<file path="src/include/axis_cfg.svh">
`ifndef AXIS_CFG_SVH
`define AXIS_CFG_SVH

// Register byte offsets
`define ADDR_W 8
`define OFF_CTRL 8'h00
`define OFF_MASK 8'h04
`define OFF_PEND 8'h08
`define OFF_ERRP 8'h0c
`define OFF_CMD 8'h10
`define OFF_FB 8'h14
`define OFF_ERR 8'h18
`define OFF_GEN 8'h1c
`define OFF_LATCH 8'h20
`define OFF_STAT 8'h24

// Control register fields
`define CTRL_IRQ_EN 0
`define CTRL_GEN_LSB 1
`define CTRL_GEN_MSB 2
`define CTRL_FB_SRC 3
`define CTRL_RESET 32'h0000_0004

// Factor mask: writable bits and reset value
`define MASK_VALID 32'h0005_fff7
`define MASK_RESET 32'h0000_0000

// Factor event bit positions
`define EV_CLR 13
`define EV_LTC 14
`define EV_ORG 15
`define EV_SD 16
`define EV_START 18

// Counter widths
`define POS_W 28
`define ERR_W 16
`define MOTION_EV_W 13

// Timer tick for the general counter
`define CLK_PERIOD_NS 10
`define GEN_TICK_NS 20
`define GEN_TICK_CYC (`GEN_TICK_NS / `CLK_PERIOD_NS)
`define TICK_W 4

`endif

</file>
<file path="src/include/axis_pkg.sv">
package axis_pkg;

    // General counter count source
    typedef enum logic [1:0] {GEN_CMD, GEN_ENC, GEN_PLS, GEN_TICK} gen_src_t;

    // Counter end behaviour
    typedef enum logic {CNT_WRAP, CNT_SAT} cnt_mode_t;

endpackage : axis_pkg

</file>
<file path="src/logic/axis_quad_decode.sv">
`timescale 1ns/10ps
`default_nettype none

module axis_quad_decode
(
    // Clock and reset
    input wire logic clk,
    input wire logic rst_n,
    // Encoder phases, A in bit 1, B in bit 0
    input wire logic [1:0] phase,
    // Count pulses
    output logic up_q,
    output logic dn_q
);
    import axis_pkg::*;

    logic [1:0] prev_q;
    logic step;
    logic fwd;

    // Four-edge decode; a double change is a glitch and counts nothing
    assign step = phase[1] ^ prev_q[1] ^ phase[0] ^ prev_q[0];
    assign fwd = phase[1] ^ prev_q[0];

    // Previous phase state
    always_ff @(posedge clk)
    begin
        if (!rst_n)
            prev_q <= 2'h0;
        else
            prev_q <= phase;
    end

    // Registered count pulses
    always_ff @(posedge clk)
    begin
        if (!rst_n)
        begin
            up_q <= 1'b0;
            dn_q <= 1'b0;
        end
        else
        begin
            up_q <= step & fwd;
            dn_q <= step & ~fwd;
        end
    end

endmodule : axis_quad_decode

`default_nettype wire

</file>
<file path="src/logic/axis_counter.sv">
`timescale 1ns/10ps
`default_nettype none

module axis_counter
#(
    parameter int W = 28
)
(
    // Clock and reset
    input wire logic clk,
    input wire logic rst_n,
    // Control
    input wire axis_pkg::cnt_mode_t mode,
    input wire logic clr,
    input wire logic load,
    input wire logic [W-1:0] load_val,
    input wire logic up,
    input wire logic dn,
    // Value
    output logic [W-1:0] count_q
);
    import axis_pkg::*;

    localparam logic [W-1:0] MAXV = {1'b0, {(W-1){1'b1}}};
    localparam logic [W-1:0] MINV = {1'b1, {(W-1){1'b0}}};

    logic at_max;
    logic at_min;

    // Saturating mode stops at the signed limits
    assign at_max = (mode == CNT_SAT) && (count_q == MAXV);
    assign at_min = (mode == CNT_SAT) && (count_q == MINV);

    // Clear beats load, load beats counting
    always_ff @(posedge clk)
    begin
        if (!rst_n)
            count_q <= '0;
        else if (clr)
            count_q <= '0;
        else if (load)
            count_q <= load_val;
        else if (up && !dn && !at_max)
            count_q <= count_q + 1'b1;
        else if (dn && !up && !at_min)
            count_q <= count_q - 1'b1;
    end

endmodule : axis_counter

`default_nettype wire

</file>
<file path="src/logic/axis_interrupt_and_counters.sv">
// How it works
// - Card-wide enable: 0 blocks every host interrupt, 1 lets them through.
// - With enable on, error causes always interrupt; no mask can hide them.
// - Per-axis factor mask: bit 1 enables that event, bit 0 disables it.
// - Bit 0 normal stop, bit 1 next command starts, bit 2 buffer empty.
// - Bits 4 to 7: accel start, accel end, decel start, decel end.
// - Bits 8 to 12: comparator 1 through comparator 5 hits.
// - Bit 13 clear-input reset, bit 14 latch-input, bit 15 origin latch.
// - Bit 16 slow-down on; bit 18 sync start or start-all on.
// - Feedback counter 28-bit signed; source encoder or own pulses.
// - Command counter counts own pulses, 28-bit signed, read and write.
// - Host write to feedback counter replaces value; counting resumes.
// - Error counter 16-bit signed, readable, held within its range.
// - Host clear command sets the error counter to zero.
// - General source: 0 command, 1 encoder, 2 pulse input, 3 tick.
// - General counter starts on pulse input; host sets source, loads, reads.
`include "axis_cfg.svh"
`timescale 1ns/10ps
`default_nettype none

module axis_interrupt_and_counters
(
    // Clock and reset
    input wire logic clk,
    input wire logic rst_n,
    // Register port
    input wire logic [`ADDR_W-1:0] addr,
    input wire logic [31:0] wdata,
    input wire logic wr,
    input wire logic rd,
    output logic [31:0] rdata_q,
    // Motion core
    input wire logic pulse_out_step,
    input wire logic pulse_out_dir,
    input wire logic [`MOTION_EV_W-1:0] motion_events,
    input wire logic start_all_cmd,
    input wire logic error_event,
    // Field inputs
    input wire logic [1:0] encoder_phase_inputs,
    input wire logic pulse_in_step,
    input wire logic pulse_in_dir,
    input wire logic clr_input,
    input wire logic latch_input,
    input wire logic origin_input,
    input wire logic slow_down_input,
    input wire logic sync_start_input,
    // Host side outputs
    output logic irq_q,
    output axis_pkg::gen_src_t gen_source_q
);
    import axis_pkg::*;

    // Sign extend a position value to the bus width
    function automatic logic [31:0] sext_pos(input logic [`POS_W-1:0] v);
        return {{(32 - `POS_W){v[`POS_W-1]}}, v};
    endfunction : sext_pos

    // Register address match
    function automatic logic hit(input logic [`ADDR_W-1:0] a,
                                 input logic [`ADDR_W-1:0] off);
        return a == off;
    endfunction : hit

    logic card_irq_enable_q;
    logic fb_src_own_q;
    logic [31:0] mask_q;
    logic [31:0] pend_q;
    logic err_pend_q;
    logic [4:0] prev_q;
    logic [`POS_W-1:0] latch_q;
    logic [`TICK_W-1:0] tick_cnt_q;
    logic tick_q;
    logic [31:0] rdata_d;
    logic [31:0] ev;
    logic [31:0] ev_hit;
    logic clr_rise;
    logic ltc_rise;
    logic org_rise;
    logic sd_rise;
    logic sta_rise;
    logic wr_ctrl;
    logic wr_mask;
    logic wr_pend;
    logic wr_errp;
    logic wr_cmd;
    logic wr_fb;
    logic wr_err;
    logic wr_gen;
    logic cmd_up;
    logic cmd_dn;
    logic enc_up;
    logic enc_dn;
    logic fb_up;
    logic fb_dn;
    logic err_up;
    logic err_dn;
    logic gen_up;
    logic gen_dn;
    logic signed [2:0] err_delta;
    logic [`POS_W-1:0] cmd_cnt;
    logic [`POS_W-1:0] fb_cnt;
    logic [`ERR_W-1:0] err_cnt;
    logic [`POS_W-1:0] gen_cnt;

    // Write strobes per register
    assign wr_ctrl = wr && hit(addr, `OFF_CTRL);
    assign wr_mask = wr && hit(addr, `OFF_MASK);
    assign wr_pend = wr && hit(addr, `OFF_PEND);
    assign wr_errp = wr && hit(addr, `OFF_ERRP);
    assign wr_cmd = wr && hit(addr, `OFF_CMD);
    assign wr_fb = wr && hit(addr, `OFF_FB);
    assign wr_err = wr && hit(addr, `OFF_ERR);
    assign wr_gen = wr && hit(addr, `OFF_GEN);

    // Rising edges of the field inputs
    assign clr_rise = clr_input & ~prev_q[0];
    assign ltc_rise = latch_input & ~prev_q[1];
    assign org_rise = origin_input & ~prev_q[2];
    assign sd_rise = slow_down_input & ~prev_q[3];
    assign sta_rise = sync_start_input & ~prev_q[4];

    // Previous field input levels
    always_ff @(posedge clk)
    begin
        if (!rst_n)
            prev_q <= 5'h00;
        else
            prev_q <= {sync_start_input, slow_down_input, origin_input,
                       latch_input, clr_input};
    end

    // Control register: enable, general source, feedback source
    always_ff @(posedge clk)
    begin
        if (!rst_n)
        begin
            card_irq_enable_q <= 1'((`CTRL_RESET >> `CTRL_IRQ_EN) & 32'h1);
            gen_source_q <= GEN_PLS;
            fb_src_own_q <= 1'b0;
        end
        else if (wr_ctrl)
        begin
            card_irq_enable_q <= wdata[`CTRL_IRQ_EN];
            gen_source_q <= gen_src_t'(wdata[`CTRL_GEN_MSB:`CTRL_GEN_LSB]);
            fb_src_own_q <= wdata[`CTRL_FB_SRC];
        end
    end

    // Factor mask; reserved positions are not stored
    always_ff @(posedge clk)
    begin
        if (!rst_n)
            mask_q <= `MASK_RESET;
        else if (wr_mask)
            mask_q <= wdata & `MASK_VALID;
    end

    // Factor event map
    always_comb
    begin
        ev = 32'h0000_0000;
        ev[2:0] = motion_events[2:0];
        ev[7:4] = motion_events[7:4];
        ev[12:8] = motion_events[12:8];
        ev[`EV_CLR] = clr_rise;
        ev[`EV_LTC] = ltc_rise;
        ev[`EV_ORG] = org_rise;
        ev[`EV_SD] = sd_rise;
        ev[`EV_START] = sta_rise | start_all_cmd;
    end

    // Only enabled factors reach the pending flags
    assign ev_hit = ev & mask_q;

    // Pending flags, write one to clear, a new event wins
    always_ff @(posedge clk)
    begin
        if (!rst_n)
            pend_q <= 32'h0000_0000;
        else if (wr_pend)
            pend_q <= (pend_q & ~wdata) | ev_hit;
        else
            pend_q <= pend_q | ev_hit;
    end

    // Error pending flag, never masked
    always_ff @(posedge clk)
    begin
        if (!rst_n)
            err_pend_q <= 1'b0;
        else if (wr_errp && wdata[0])
            err_pend_q <= error_event;
        else
            err_pend_q <= err_pend_q | error_event;
    end

    // Host interrupt request
    always_ff @(posedge clk)
    begin
        if (!rst_n)
            irq_q <= 1'b0;
        else
            irq_q <= card_irq_enable_q & ((|pend_q) | err_pend_q);
    end

    // Timer tick for the general counter
    always_ff @(posedge clk)
    begin
        if (!rst_n)
        begin
            tick_cnt_q <= '0;
            tick_q <= 1'b0;
        end
        else if (tick_cnt_q == `TICK_W'(`GEN_TICK_CYC - 1))
        begin
            tick_cnt_q <= '0;
            tick_q <= 1'b1;
        end
        else
        begin
            tick_cnt_q <= tick_cnt_q + 1'b1;
            tick_q <= 1'b0;
        end
    end

    // Count pulse steering
    assign cmd_up = pulse_out_step & pulse_out_dir;
    assign cmd_dn = pulse_out_step & ~pulse_out_dir;
    assign fb_up = fb_src_own_q ? cmd_up : enc_up;
    assign fb_dn = fb_src_own_q ? cmd_dn : enc_dn;

    // Error is command minus feedback; only the net sign counts
    assign err_delta = 3'(signed'({2'b00, cmd_up})) - 3'(signed'({2'b00, cmd_dn}))
                     - 3'(signed'({2'b00, fb_up})) + 3'(signed'({2'b00, fb_dn}));
    assign err_up = err_delta > 3'sd0;
    assign err_dn = err_delta < 3'sd0;

    // General counter source select
    always_comb
    begin
        gen_up = 1'b0;
        gen_dn = 1'b0;
        unique case (gen_source_q)
            GEN_CMD:
            begin
                gen_up = cmd_up;
                gen_dn = cmd_dn;
            end
            GEN_ENC:
            begin
                gen_up = enc_up;
                gen_dn = enc_dn;
            end
            GEN_PLS:
            begin
                gen_up = pulse_in_step & pulse_in_dir;
                gen_dn = pulse_in_step & ~pulse_in_dir;
            end
            GEN_TICK:
                gen_up = tick_q;
        endcase
    end

    // Encoder phase decoder
    axis_quad_decode u_quad (
        .clk(clk),
        .rst_n(rst_n),
        .phase(encoder_phase_inputs),
        .up_q(enc_up),
        .dn_q(enc_dn)
    );

    // Command position counter
    axis_counter #(.W(`POS_W)) u_cmd (
        .clk(clk),
        .rst_n(rst_n),
        .mode(CNT_WRAP),
        .clr(clr_rise),
        .load(wr_cmd),
        .load_val(wdata[`POS_W-1:0]),
        .up(cmd_up),
        .dn(cmd_dn),
        .count_q(cmd_cnt)
    );

    // Feedback position counter
    axis_counter #(.W(`POS_W)) u_fb (
        .clk(clk),
        .rst_n(rst_n),
        .mode(CNT_WRAP),
        .clr(clr_rise),
        .load(wr_fb),
        .load_val(wdata[`POS_W-1:0]),
        .up(fb_up),
        .dn(fb_dn),
        .count_q(fb_cnt)
    );

    // Position error counter, saturating
    axis_counter #(.W(`ERR_W)) u_err (
        .clk(clk),
        .rst_n(rst_n),
        .mode(CNT_SAT),
        .clr(clr_rise | wr_err),
        .load(1'b0),
        .load_val('0),
        .up(err_up),
        .dn(err_dn),
        .count_q(err_cnt)
    );

    // General counter
    axis_counter #(.W(`POS_W)) u_gen (
        .clk(clk),
        .rst_n(rst_n),
        .mode(CNT_WRAP),
        .clr(clr_rise),
        .load(wr_gen),
        .load_val(wdata[`POS_W-1:0]),
        .up(gen_up),
        .dn(gen_dn),
        .count_q(gen_cnt)
    );

    // Feedback value caught on latch or origin edge
    always_ff @(posedge clk)
    begin
        if (!rst_n)
            latch_q <= '0;
        else if (ltc_rise || org_rise)
            latch_q <= fb_cnt;
    end

    // Read multiplexer
    always_comb
    begin
        rdata_d = 32'h0000_0000;
        case (addr)
            `OFF_CTRL:
            begin
                rdata_d[`CTRL_IRQ_EN] = card_irq_enable_q;
                rdata_d[`CTRL_GEN_MSB:`CTRL_GEN_LSB] = gen_source_q;
                rdata_d[`CTRL_FB_SRC] = fb_src_own_q;
            end
            `OFF_MASK: rdata_d = mask_q;
            `OFF_PEND: rdata_d = pend_q;
            `OFF_ERRP: rdata_d[0] = err_pend_q;
            `OFF_CMD: rdata_d = sext_pos(cmd_cnt);
            `OFF_FB: rdata_d = sext_pos(fb_cnt);
            `OFF_ERR: rdata_d = {{(32 - `ERR_W){err_cnt[`ERR_W-1]}}, err_cnt};
            `OFF_GEN: rdata_d = sext_pos(gen_cnt);
            `OFF_LATCH: rdata_d = sext_pos(latch_q);
            `OFF_STAT: rdata_d[0] = irq_q;
            default: rdata_d = 32'h0000_0000;
        endcase
    end

    // Read data stand one cycle only
    always_ff @(posedge clk)
    begin
        if (!rst_n)
            rdata_q <= 32'h0000_0000;
        else if (rd)
            rdata_q <= rdata_d;
        else
            rdata_q <= 32'h0000_0000;
    end
endmodule : axis_interrupt_and_counters

`default_nettype wire

</file>
<file path="config.mk">
export PLATFORM = sky130hd
export DESIGN_NAME = axis_interrupt_and_counters
export DESIGN_NICKNAME = d
export VERILOG_FILES = /design/src/include/axis_pkg.sv /design/src/logic/axis_quad_decode.sv /design/src/logic/axis_counter.sv /design/src/logic/axis_interrupt_and_counters.sv
export VERILOG_INCLUDE_DIRS = /design/src /design/src/include
export SDC_FILE = /design/constraint.sdc
export NUM_CORES = 1
export LEC_CHECK = 0
export BUFFER_PORTS_ARGS = -buffer_cell sky130_fd_sc_hd__buf_2
export CORE_UTILIZATION = 56
export CTS_CLUSTER_DIAMETER = 30
export CTS_CLUSTER_SIZE = 40
export DETAILED_ROUTE_END_ITERATION = 10
export PLACE_DENSITY = 0.8
export SLEW_MARGIN = 20
export SYNTH_ARGS = -nofsm -noshare
export SYNTH_HDL_FRONTEND = slang
export SYNTH_HIERARCHICAL = 1
export SYNTH_SLANG_ARGS = --single-unit
</file>
<file path="constraint.sdc">
create_clock -name clk -period 4.1 [get_ports clk]
set_clock_uncertainty 0.1 [all_clocks]
set_input_delay 0.615 -clock clk [delete_from_list [all_inputs] [get_ports clk]]
set_output_delay 0.615 -clock clk [all_outputs]
set_load 0.01 [all_outputs]
</file>
-- Word level (Yosys, flattened, before mapping)
Cells that the tools add are included.
- flip-flop bits (word level): 229
- input bits: 70
- output and inout bits: 35
- logic and storage cells: 144
- $add $sub $neg: 12
- $lt $le $gt $ge: 2
- equality and inequality tests: 15
- mux-type cells: 21
- bitwise operators: 34
- reduce and logical (&&, ||, !) cells: 41
- operator list (cell ; number):
    $mux 28 ; 9
    $pmux 28 s7 ; 1
    $add 28x1->28 const B ; 3
    $sub 28x1->28 const B ; 3
    $or 32x19->32 ; 2
    $and 32x32->32 ; 1
    $eq 8x5->1 const B ; 4
    $mux 16 ; 2
    $mux 32 ; 1
    $not 32->32 ; 1
    $reduce_or 32->1 ; 1
    $pmux 3 s8 ; 1
    $and 19x19->19 ; 1
    $logic_and 1x1->1 ; 19
    $add 16x1->16 const B ; 1
    $eq 16x15->1 const B ; 1
    $eq 16x16->1 const B ; 1
    $eq 8x4->1 const B ; 2
    $eq 8x6->1 const B ; 2
    $sub 16x1->16 const B ; 1
    $and 1x1->1 ; 12
    $logic_not 1->1 ; 10
    $pmux 1 s10 ; 1
    $not 1->1 ; 9
    22 further kinds ; 36

-- Depth between registers and ports, before layout
Gate-level depths: netlist of the first run.
- word-level depth: 11
- gate-level depth with buffers: 18
- mapped depth without buffers: 18

-- By module
The synthesis of the first run kept the hierarchy.
- by module, submodules not included (module ; instances ; cells each ; area an instance (sq um)):
    axis_interrupt_and_counters ; 1 ; 740 ; 6314.8
    axis_counter (u_cmd ...) ; 2 ; 364 ; 2732.6
    axis_counter (u_gen) ; 1 ; 356 ; 2772.7
    axis_counter (u_err) ; 1 ; 228 ; 1785.5
    axis_quad_decode ; 1 ; 10 ; 126.4

-- Least setup slack after synthesis of the first run
OpenSTA, ideal clock, no wires.
- path kind: in2reg
- start: input port pulse_out_dir
- end: register u_fb.count_q[26]
- library setup time: 0.138 ns
- arrival time: 3.977 ns
- required time: 3.862 ns
- path slack: -0.115 ns
- stages on the path: 16
- path buffers: 1
- cells stage by stage: nand2b_1 > inv_1 > nand2_1 > o21ai_0 > nand3b_1 > ha_1 > buf_6 > a21o_1 > a21o_1 > a221o_1 > a21oi_2 > o31ai_4 > nand4b_1 > a41oi_2 > xor2_1 > a21oi_1
- longest elaborated chain between the ends: 7
- RTL lines (item ; line ; source):
    from (decl) ; axis_interrupt_and_counters.sv:34 ; input wire logic pulse_out_dir,
    $not 1->1 (*) ; axis_interrupt_and_counters.sv:228 ; assign cmd_dn = pulse_out_step & ~pulse_out_dir;
    $and 1x1->1 (*) ; axis_interrupt_and_counters.sv:228 ;
    named net cmd_dn ; axis_interrupt_and_counters.sv:90 ; logic cmd_dn;
    $mux 1 (*) ; axis_interrupt_and_counters.sv:230 ; assign fb_dn = fb_src_own_q ? cmd_dn : enc_dn;
    named net fb_dn ; axis_interrupt_and_counters.sv:94 ; logic fb_dn;
    $logic_not 1->1 ; axis_counter.sv:43 ; else if (up && !dn && !at_max)
    $logic_and 1x1->1 ; axis_counter.sv:43 ;
    $mux 28 ; axis_counter.sv:43 ;
    $mux 28 ; axis_counter.sv:41 ; else if (load)
    to (signal assigned) ; axis_counter.sv:42 ; count_q <= load_val;
    to (signal assigned) ; axis_counter.sv:44 ; count_q <= count_q + 1'b1;
    to (signal assigned) ; axis_counter.sv:46 ; count_q <= count_q - 1'b1;
    to (decl) ; axis_counter.sv:20 ; output logic [W-1:0] count_q
Mark *: on every way through the listed nets, which the timed path passes. The rest lies on a longest branch.
A chain may end at the register's enable or synchronous reset.

-- Worst setup path after layout of the first run
- start: register gen_source_q[0]
- end: register u_gen.count_q[25]
- longest elaborated chain between the ends: 6
- RTL lines (item ; line ; source):
    from (decl) ; axis_interrupt_and_counters.sv:49 ; output axis_pkg::gen_src_t gen_source_q
    from (signal assigned) ; axis_interrupt_and_counters.sv:144 ; gen_source_q <= gen_src_t'(wdata[`CTRL_GEN_MSB:`CTRL_GEN_LSB]);
    $eq 2x2->1 (tied with other cells) ; axis_interrupt_and_counters.sv:243 ; unique case (gen_source_q)
    $pmux 1 s3 (*) ; axis_interrupt_and_counters.sv:243 ;
    named net gen_dn ; axis_interrupt_and_counters.sv:98 ; logic gen_dn;
    $logic_not 1->1 ; axis_counter.sv:43 ;
    $logic_and 1x1->1 ; axis_counter.sv:43 ;
    $mux 28 ; axis_counter.sv:43 ;
    $mux 28 ; axis_counter.sv:41 ;
    to (signal assigned) ; axis_counter.sv:42 ;
    to (signal assigned) ; axis_counter.sv:44 ;
    to (signal assigned) ; axis_counter.sv:46 ;
    to (decl) ; axis_counter.sv:20 ;
Marks and branches as above.

==> results.py, run 1 <==
metrics = {
    "drt": {
        "dr.pass1.iters": 8,
        "wire_per_inst_um": 22.7,
        "first_iter_violations": 2217,
        "route.vias.total": 17577,
        "ant_nets": 0,
        "via_per_inst": 6.67,
        "drc_errors": 0,
        "totalWireLength_um": 59800,
    },
    "synth": {
        "async_flop_share_pct": 0,
        "synth.avg_cell_area_sq_um": 7.98,
        "ys.flop_type": "dfxtp_1",
        "synth-xor-area-share_pct": 4.15,
        "synth_area_sq_um": 16500,
        "synth_edf_count": 0,
        "ys_seq_elements": 229,
        "yosysSeqAreaShare_pct": 27.8,
        "muxShareOfSynthArea_pct": 3.47,
        "synth_top_family_by_area": "compound AO/OA/AOI/OAI gates",
        "synthAdderAreaFrac_pct": 7.93,
        "synth_compound_area_share_pct": 29.8,
        "yosys.area_share.simple_pct": 22.7,
        "ys_types": 107,
        "synthCells": 2062,
        "yosys_warnings": 6,
    },
    "timing": {
        "grt_setup_unrepaired": "false",
        "fin_crit_sh_pct": 95.4,
        "finalSetupViolCount": 0,
        "worst_pin_slew_ns": 1.15,
        "slew_headroom_pct": 23.0,
        "clock.fmax_ghz": 0.256,
        "period_minus_slack_ns": 3.91,
        "hold_violations": 0,
        "drv_slew": 0,
        "finalSetupTns_ns": 0,
        "whs_ns": 0.112,
    },
    "cts": {
        "cts-root-buf": "clkbuf_16",
        "clockBufferDepth": 3,
        "clock_latency_ns": 0.58,
        "ctsResizeCount": 0,
        "h-tree-depth": 2,
        "cts_tree": "done",
        "cts_hold_buf": 0,
        "cts_made_buffers": 53,
        "cts.sinks": 229,
        "post-cts-setup-buffers": 0,
        "cts.clk_slew.worst_paths_ns": 0.05,
    },
    "global_routing": {
        "use_met1_pct": 48.9,
        "track_usage_pct": 38.6,
        "antenna_found_initial": 1,
        "grt_first_pass_wirelength_um": 91800,
        "grt_start_max_net_pins": 52,
        "gr-total-overflow": 0,
        "use_met2_pct": 60.4,
        "grt_pass1_vias": 16309,
        "met3_usage_pct": 8.51,
        "grt_busiest_layer": "met2",
    },
    "power_and_ir_drop": {
        "vdd_drop_max_mv": 0.351,
        "power_uw": 9790,
        "p_leak_uw": 0.00813,
        "powerDensity_nw_per_um2": 500,
    },
    "place": {
        "port_buffers": 103,
        "place_inst": 2535,
        "gp_congestion": 1.02,
        "dp_hpwl_um": 42600,
    },
    "setup_path": {
        "path_class": "flip-flop to flip-flop",
        "critical_path_required_ns": 4.43,
        "r2r_slack_ns": 0.19,
        "cp_data_arrival_time_ns": 4.24,
        "cp-start-kind": "flip-flop",
        "end_kind": "flip-flop",
        "worstPathMaxFanout": 17,
    },
    "floorplan": {
        "core-area_sq_um": 28800,
        "io_pins": 105,
        "initial_core_util_pct": 57.2,
        "dieArea_sq_um": 30100,
        "num_rows": 62,
        "die_w_um": 173,
        "die_y_um": 173,
    },
    "finish": {
        "multiInputGateArea_sq_um": 11400,
        "drive_gt1_share_pct": 16.0,
        "final_nets": 2378,
        "area_delta_synth_final_pct": 18.9,
        "fin_cells": 2634,
        "seq_area_sq_um": 4580,
        "fillers": 2318,
        "final_cell_mix": "nand2_1, dfxtp_1, a21oi_1, o21ai_0, nor2_1",
        "layout_commonest_cell": "nand2_1",
    },
    "run_status": {
        "status": "finished clean",
    },
    "run": {
        "maxCapViolations": 0,
    },
    "hold_path": {
        "hold_path.class": "input pin to flip-flop",
    },
}
stage by stage:
step	instance area (sq um)	setup WS (ns)	util, %
floorplan	16600	-0.00648	-
global placement	17700	-0.000722	61.5
detailed placement	17700	-0.0561	61.5
CTS	19600	0.225	68.0
global route	19600	0.0501	68.0
finish	19600	0.190	68.0
cells by family (layout without fill, tap and decap cells):
kind of cell / Yosys count / after routing
mux: 53 / 53
other cells: 2 / 29
buf+inv: 146 / 307
xor+xnor: 78 / 78
compound gates: 721 / 721
flops: 229 / 229
simple gates: 731 / 731
fa+ha+maj: 102 / 102
where the power goes:
part	internal (uW)	switching, uW
logic	1200	1630
registers	2350	225
clock network	2930	1450
worst paths after layout:
check	end	startpoint	cells past startpoint
worst max-delay path	u_gen/count_q[25]	gen_source_q[0]	16
worst min register to register	pend_q[27]	pend_q[27]	2
worst max register to register	u_gen/count_q[25]	gen_source_q[0]	16
worst min-delay path	pend_q[29]	wdata[29]	2
critical path: stages (launching register included):
cell	delay [ns]
dfxtp_1	0.38
or4bb_1	0.52
o21ai_0	0.09
nand2b_1	0.24
a21oi_1	0.08
inv_1	0.22
buf_12	0.19
ha_1	0.25
a21o_1	0.17
a21o_1	0.18
a21o_1	0.20
nand2b_4	0.14
o21ai_2	0.16
o21ai_2	0.09
a311o_1	0.37
xnor2_1	0.14
a211oi_1	0.22
metal layers:
layer,up-vias,wire (um)
met1,8228,23200
met5,-,0
met3,251,6770
li1,7933,-
met2,1165,26300
met4,0,3560
sequential cells by signal (all words and copies together), names as in the netlist, 2 cells and up:
name	count
u_quad/prev_q	2
gen_source_q	2
mask_q	17
u_cmd/count_q	28
latch_q	28
pend_q	32
rdata_q	32
prev_q	5
u_err/count_q	16
tick_cnt_q	4
u_gen/count_q	28
u_fb/count_q	28
synth_stat cells, types with 35 or more instances:
| master | count | share of area (%) |
|---|---|---|
| ha_1 | 98 | 7.4 |
| a21boi_0 | 50 | 2.3 |
| nand4_1 | 40 | 1.5 |
| xnor2_1 | 40 | 2.1 |
| nand3_1 | 45 | 1.4 |
| mux2i_1 | 39 | 2.4 |
| o21ai_0 | 139 | 4.2 |
| nand2_1 | 265 | 6.0 |
| a21o_1 | 51 | 2.3 |
| a31oi_1 | 35 | 1.3 |
| a21oi_1 | 187 | 5.7 |
| xor2_1 | 38 | 2.0 |
| dfxtp_1 | 229 | 28 |
| clkbuf_1 | 67 | 1.5 |
| nor2_1 | 132 | 3.0 |
area by class of cell:
class	instances	share of cell area, %
multi-input combinational	1712	58.2
sequential	229	23.4
clock buffer	65	7.26
timing repair buffer	181	5.82
tap	384	2.45
clock inverter	32	2.28
inverter	29	0.556
antenna	2	0.0256
No activity file was read; power rests on OpenSTA's default activity.
==> run 2, diff against run 1 <==
--- a/config.mk
+++ b/config.mk
@@ -7,11 +7,11 @@
 export NUM_CORES = 1
 export LEC_CHECK = 0
 export BUFFER_PORTS_ARGS = -buffer_cell sky130_fd_sc_hd__buf_2
-export CORE_UTILIZATION = 56
+export CORE_UTILIZATION = 40
 export CTS_CLUSTER_DIAMETER = 30
 export CTS_CLUSTER_SIZE = 40
 export DETAILED_ROUTE_END_ITERATION = 10
-export PLACE_DENSITY = 0.8
+export PLACE_DENSITY = 0.62
 export SLEW_MARGIN = 20
 export SYNTH_ARGS = -nofsm -noshare
 export SYNTH_HDL_FRONTEND = slang
==> results.py, run 2 (synthesis gave the netlist of run 1 again) <==
metrics = {
    "drt": {
        "drc_errors": 0,
        "first_iter_violations": 1825,
        "totalWireLength_um": 62900,
        "route.vias.total": 16939,
        "dr.pass1.iters": 5,
        "ant_nets": 0,
        "wire_per_inst_um": 22.4,
        "via_per_inst": 6.02,
    },
    "setup_path": {
        "end_kind": "flip-flop",
        "cp_slowest_cell": "mux4_2",
        "reg2reg_from": "gen_source_q[1]",
        "startpoint": "gen_source_q[1]",
        "worstPathMaxFanout": 17,
        "cpMostUsedCell": "a21o_1",
        "path_class": "flip-flop to flip-flop",
        "cp_data_arrival_time_ns": 4.30,
        "max_stage_delay_ns": 0.57,
        "path_cells": "mux4_2 > nand2b_1 > a21oi_1 > inv_1 > buf_12 > ha_1 > a21o_1 > a21o_1 > a21o_1 > nand2b_4 > o21ai_2 > o21ai_2 > a311o_1 > xnor2_1 > a211oi_1",
        "critical_path_required_ns": 4.51,
        "cp-start-kind": "flip-flop",
    },
    "timing": {
        "fin_crit_sh_pct": 94.9,
        "finalSetupTns_ns": 0,
        "hold_violations": 0,
        "drv_slew": 0,
        "grt_setup_unrepaired": "false",
        "worst_slack_ns": 0.210,
        "slew_headroom_pct": 26.0,
        "clock.fmax_ghz": 0.257,
        "worst_pin_slew_ns": 1.11,
        "finalSetupViolCount": 0,
        "period_minus_slack_ns": 3.89,
    },
    "finish": {
        "seq_area_sq_um": 4580,
        "multiInputGateArea_sq_um": 11400,
        "area_delta_synth_final_pct": 23.0,
        "final_nets": 2408,
        "drive_gt1_share_pct": 17.5,
        "final_cell_mix": "nand2_1, dfxtp_1, a21oi_1, o21ai_0, nor2_1",
        "top_regs": "pend_q: 32 flops, rdata_q: 32 flops",
        "layout_commonest_cell": "nand2_1",
        "fillers": 3855,
    },
    "global_routing": {
        "antenna_found_initial": 5,
        "met3_usage_pct": 5.95,
        "grt_start_max_net_pins": 46,
        "grt_busiest_layer": "met2",
        "grt_first_pass_wirelength_um": 95300,
        "use_met1_pct": 40.2,
        "use_met2_pct": 46.3,
        "gr-total-overflow": 0,
        "grt_pass1_vias": 15801,
        "track_usage_pct": 29.7,
    },
    "place": {
        "dp_hpwl_um": 46400,
        "gp_congestion": 1.02,
        "pre_cts_ws_ns": -0.0753,
        "port_buffers": 103,
    },
    "cts": {
        "cts_made_buffers": 60,
        "post-cts-setup-buffers": 0,
        "cts.clk_slew.worst_paths_ns": 0.05,
        "cts_hold_buf": 0,
        "cts.sinks": 229,
        "clockBufferDepth": 3,
        "h-tree-depth": 2,
        "clock_latency_ns": 0.61,
        "ctsResizeCount": 0,
        "cts-root-buf": "clkbuf_16",
        "cts_tree": "done",
    },
    "floorplan": {
        "num_rows": 73,
        "die_y_um": 205,
        "core-area_sq_um": 40200,
        "initial_core_util_pct": 41.0,
        "die_w_um": 205,
        "io_pins": 105,
        "dieArea_sq_um": 42000,
    },
    "run_status": {
        "status": "finished clean",
    },
    "power_and_ir_drop": {
        "p_leak_uw": 0.00842,
        "powerDensity_nw_per_um2": 520,
        "vdd_drop_max_mv": 0.342,
    },
    "hold_path": {
        "worstHoldStart": "wdata[30]",
        "hold_path.class": "input pin to flip-flop",
    },
    "run": {
        "maxCapViolations": 0,
    },
}
run 2: power breakdown:
group,total [uW],switching (uW),internal [uW],leakage (uW)
Combinational,2900,1650,1250,0.00549
Sequential,2570,215,2350,0.00186
Clock,5070,1540,3530,0.00106
run 2: final cells by class:
class	count	share of cell area (%)
Timing Repair Buffer	204	6.54
Sequential cell	229	22.6
Clock buffer	73	8.11
Multi-Input combinational cell	1712	56.2
Tap cell	525	3.24
Antenna cell	3	0.0371
Inverter	29	0.538
Clock inverter	40	2.68
run 2: final timing paths:
check,to,slack (ns),cells past startpoint
max,u_gen/count_q[25],0.21,15
min,pend_q[30],0.07,2
max reg2reg,u_gen/count_q[25],0.21,15
min reg2reg,pend_q[19],0.35,2
run 2: layer usage:
metal,up-vias,part of all wire [%]
met2,740,44
met1,8043,43
met3,129,8.8
li1,8025,-
met5,-,0.021
met4,2,3.4
run 2: stage by stage:
| stage | hold WS [ns] | instances | cell area, sq um | power [uW] | util (%) |
|---|---|---|---|---|---|
| finish | 0.0698 | 2815 | 20200 | 10500 | 50.4 |
| global route | 0.0579 | 2812 | 20200 | 11000 | 50.4 |
| CTS | 0.0526 | 2812 | 20200 | 10500 | 50.4 |
| detailed placement | 0.342 | 2699 | 18100 | 5430 | 44.9 |
| global placement | 0.336 | 2699 | 18100 | 5390 | 44.9 |
| floorplan | 0.320 | 2087 | 16600 | 4610 | - |
run 2: critical path, delay by kind of cell, from the launching register on:
kind,cells,cell delay (ns)
flops,1,0.51
mux,1,0.57
buf+inv,2,0.37
simple gates,2,0.38
xor+xnor,1,0.13
fa+ha+maj,1,0.25
compound gates,8,1.51
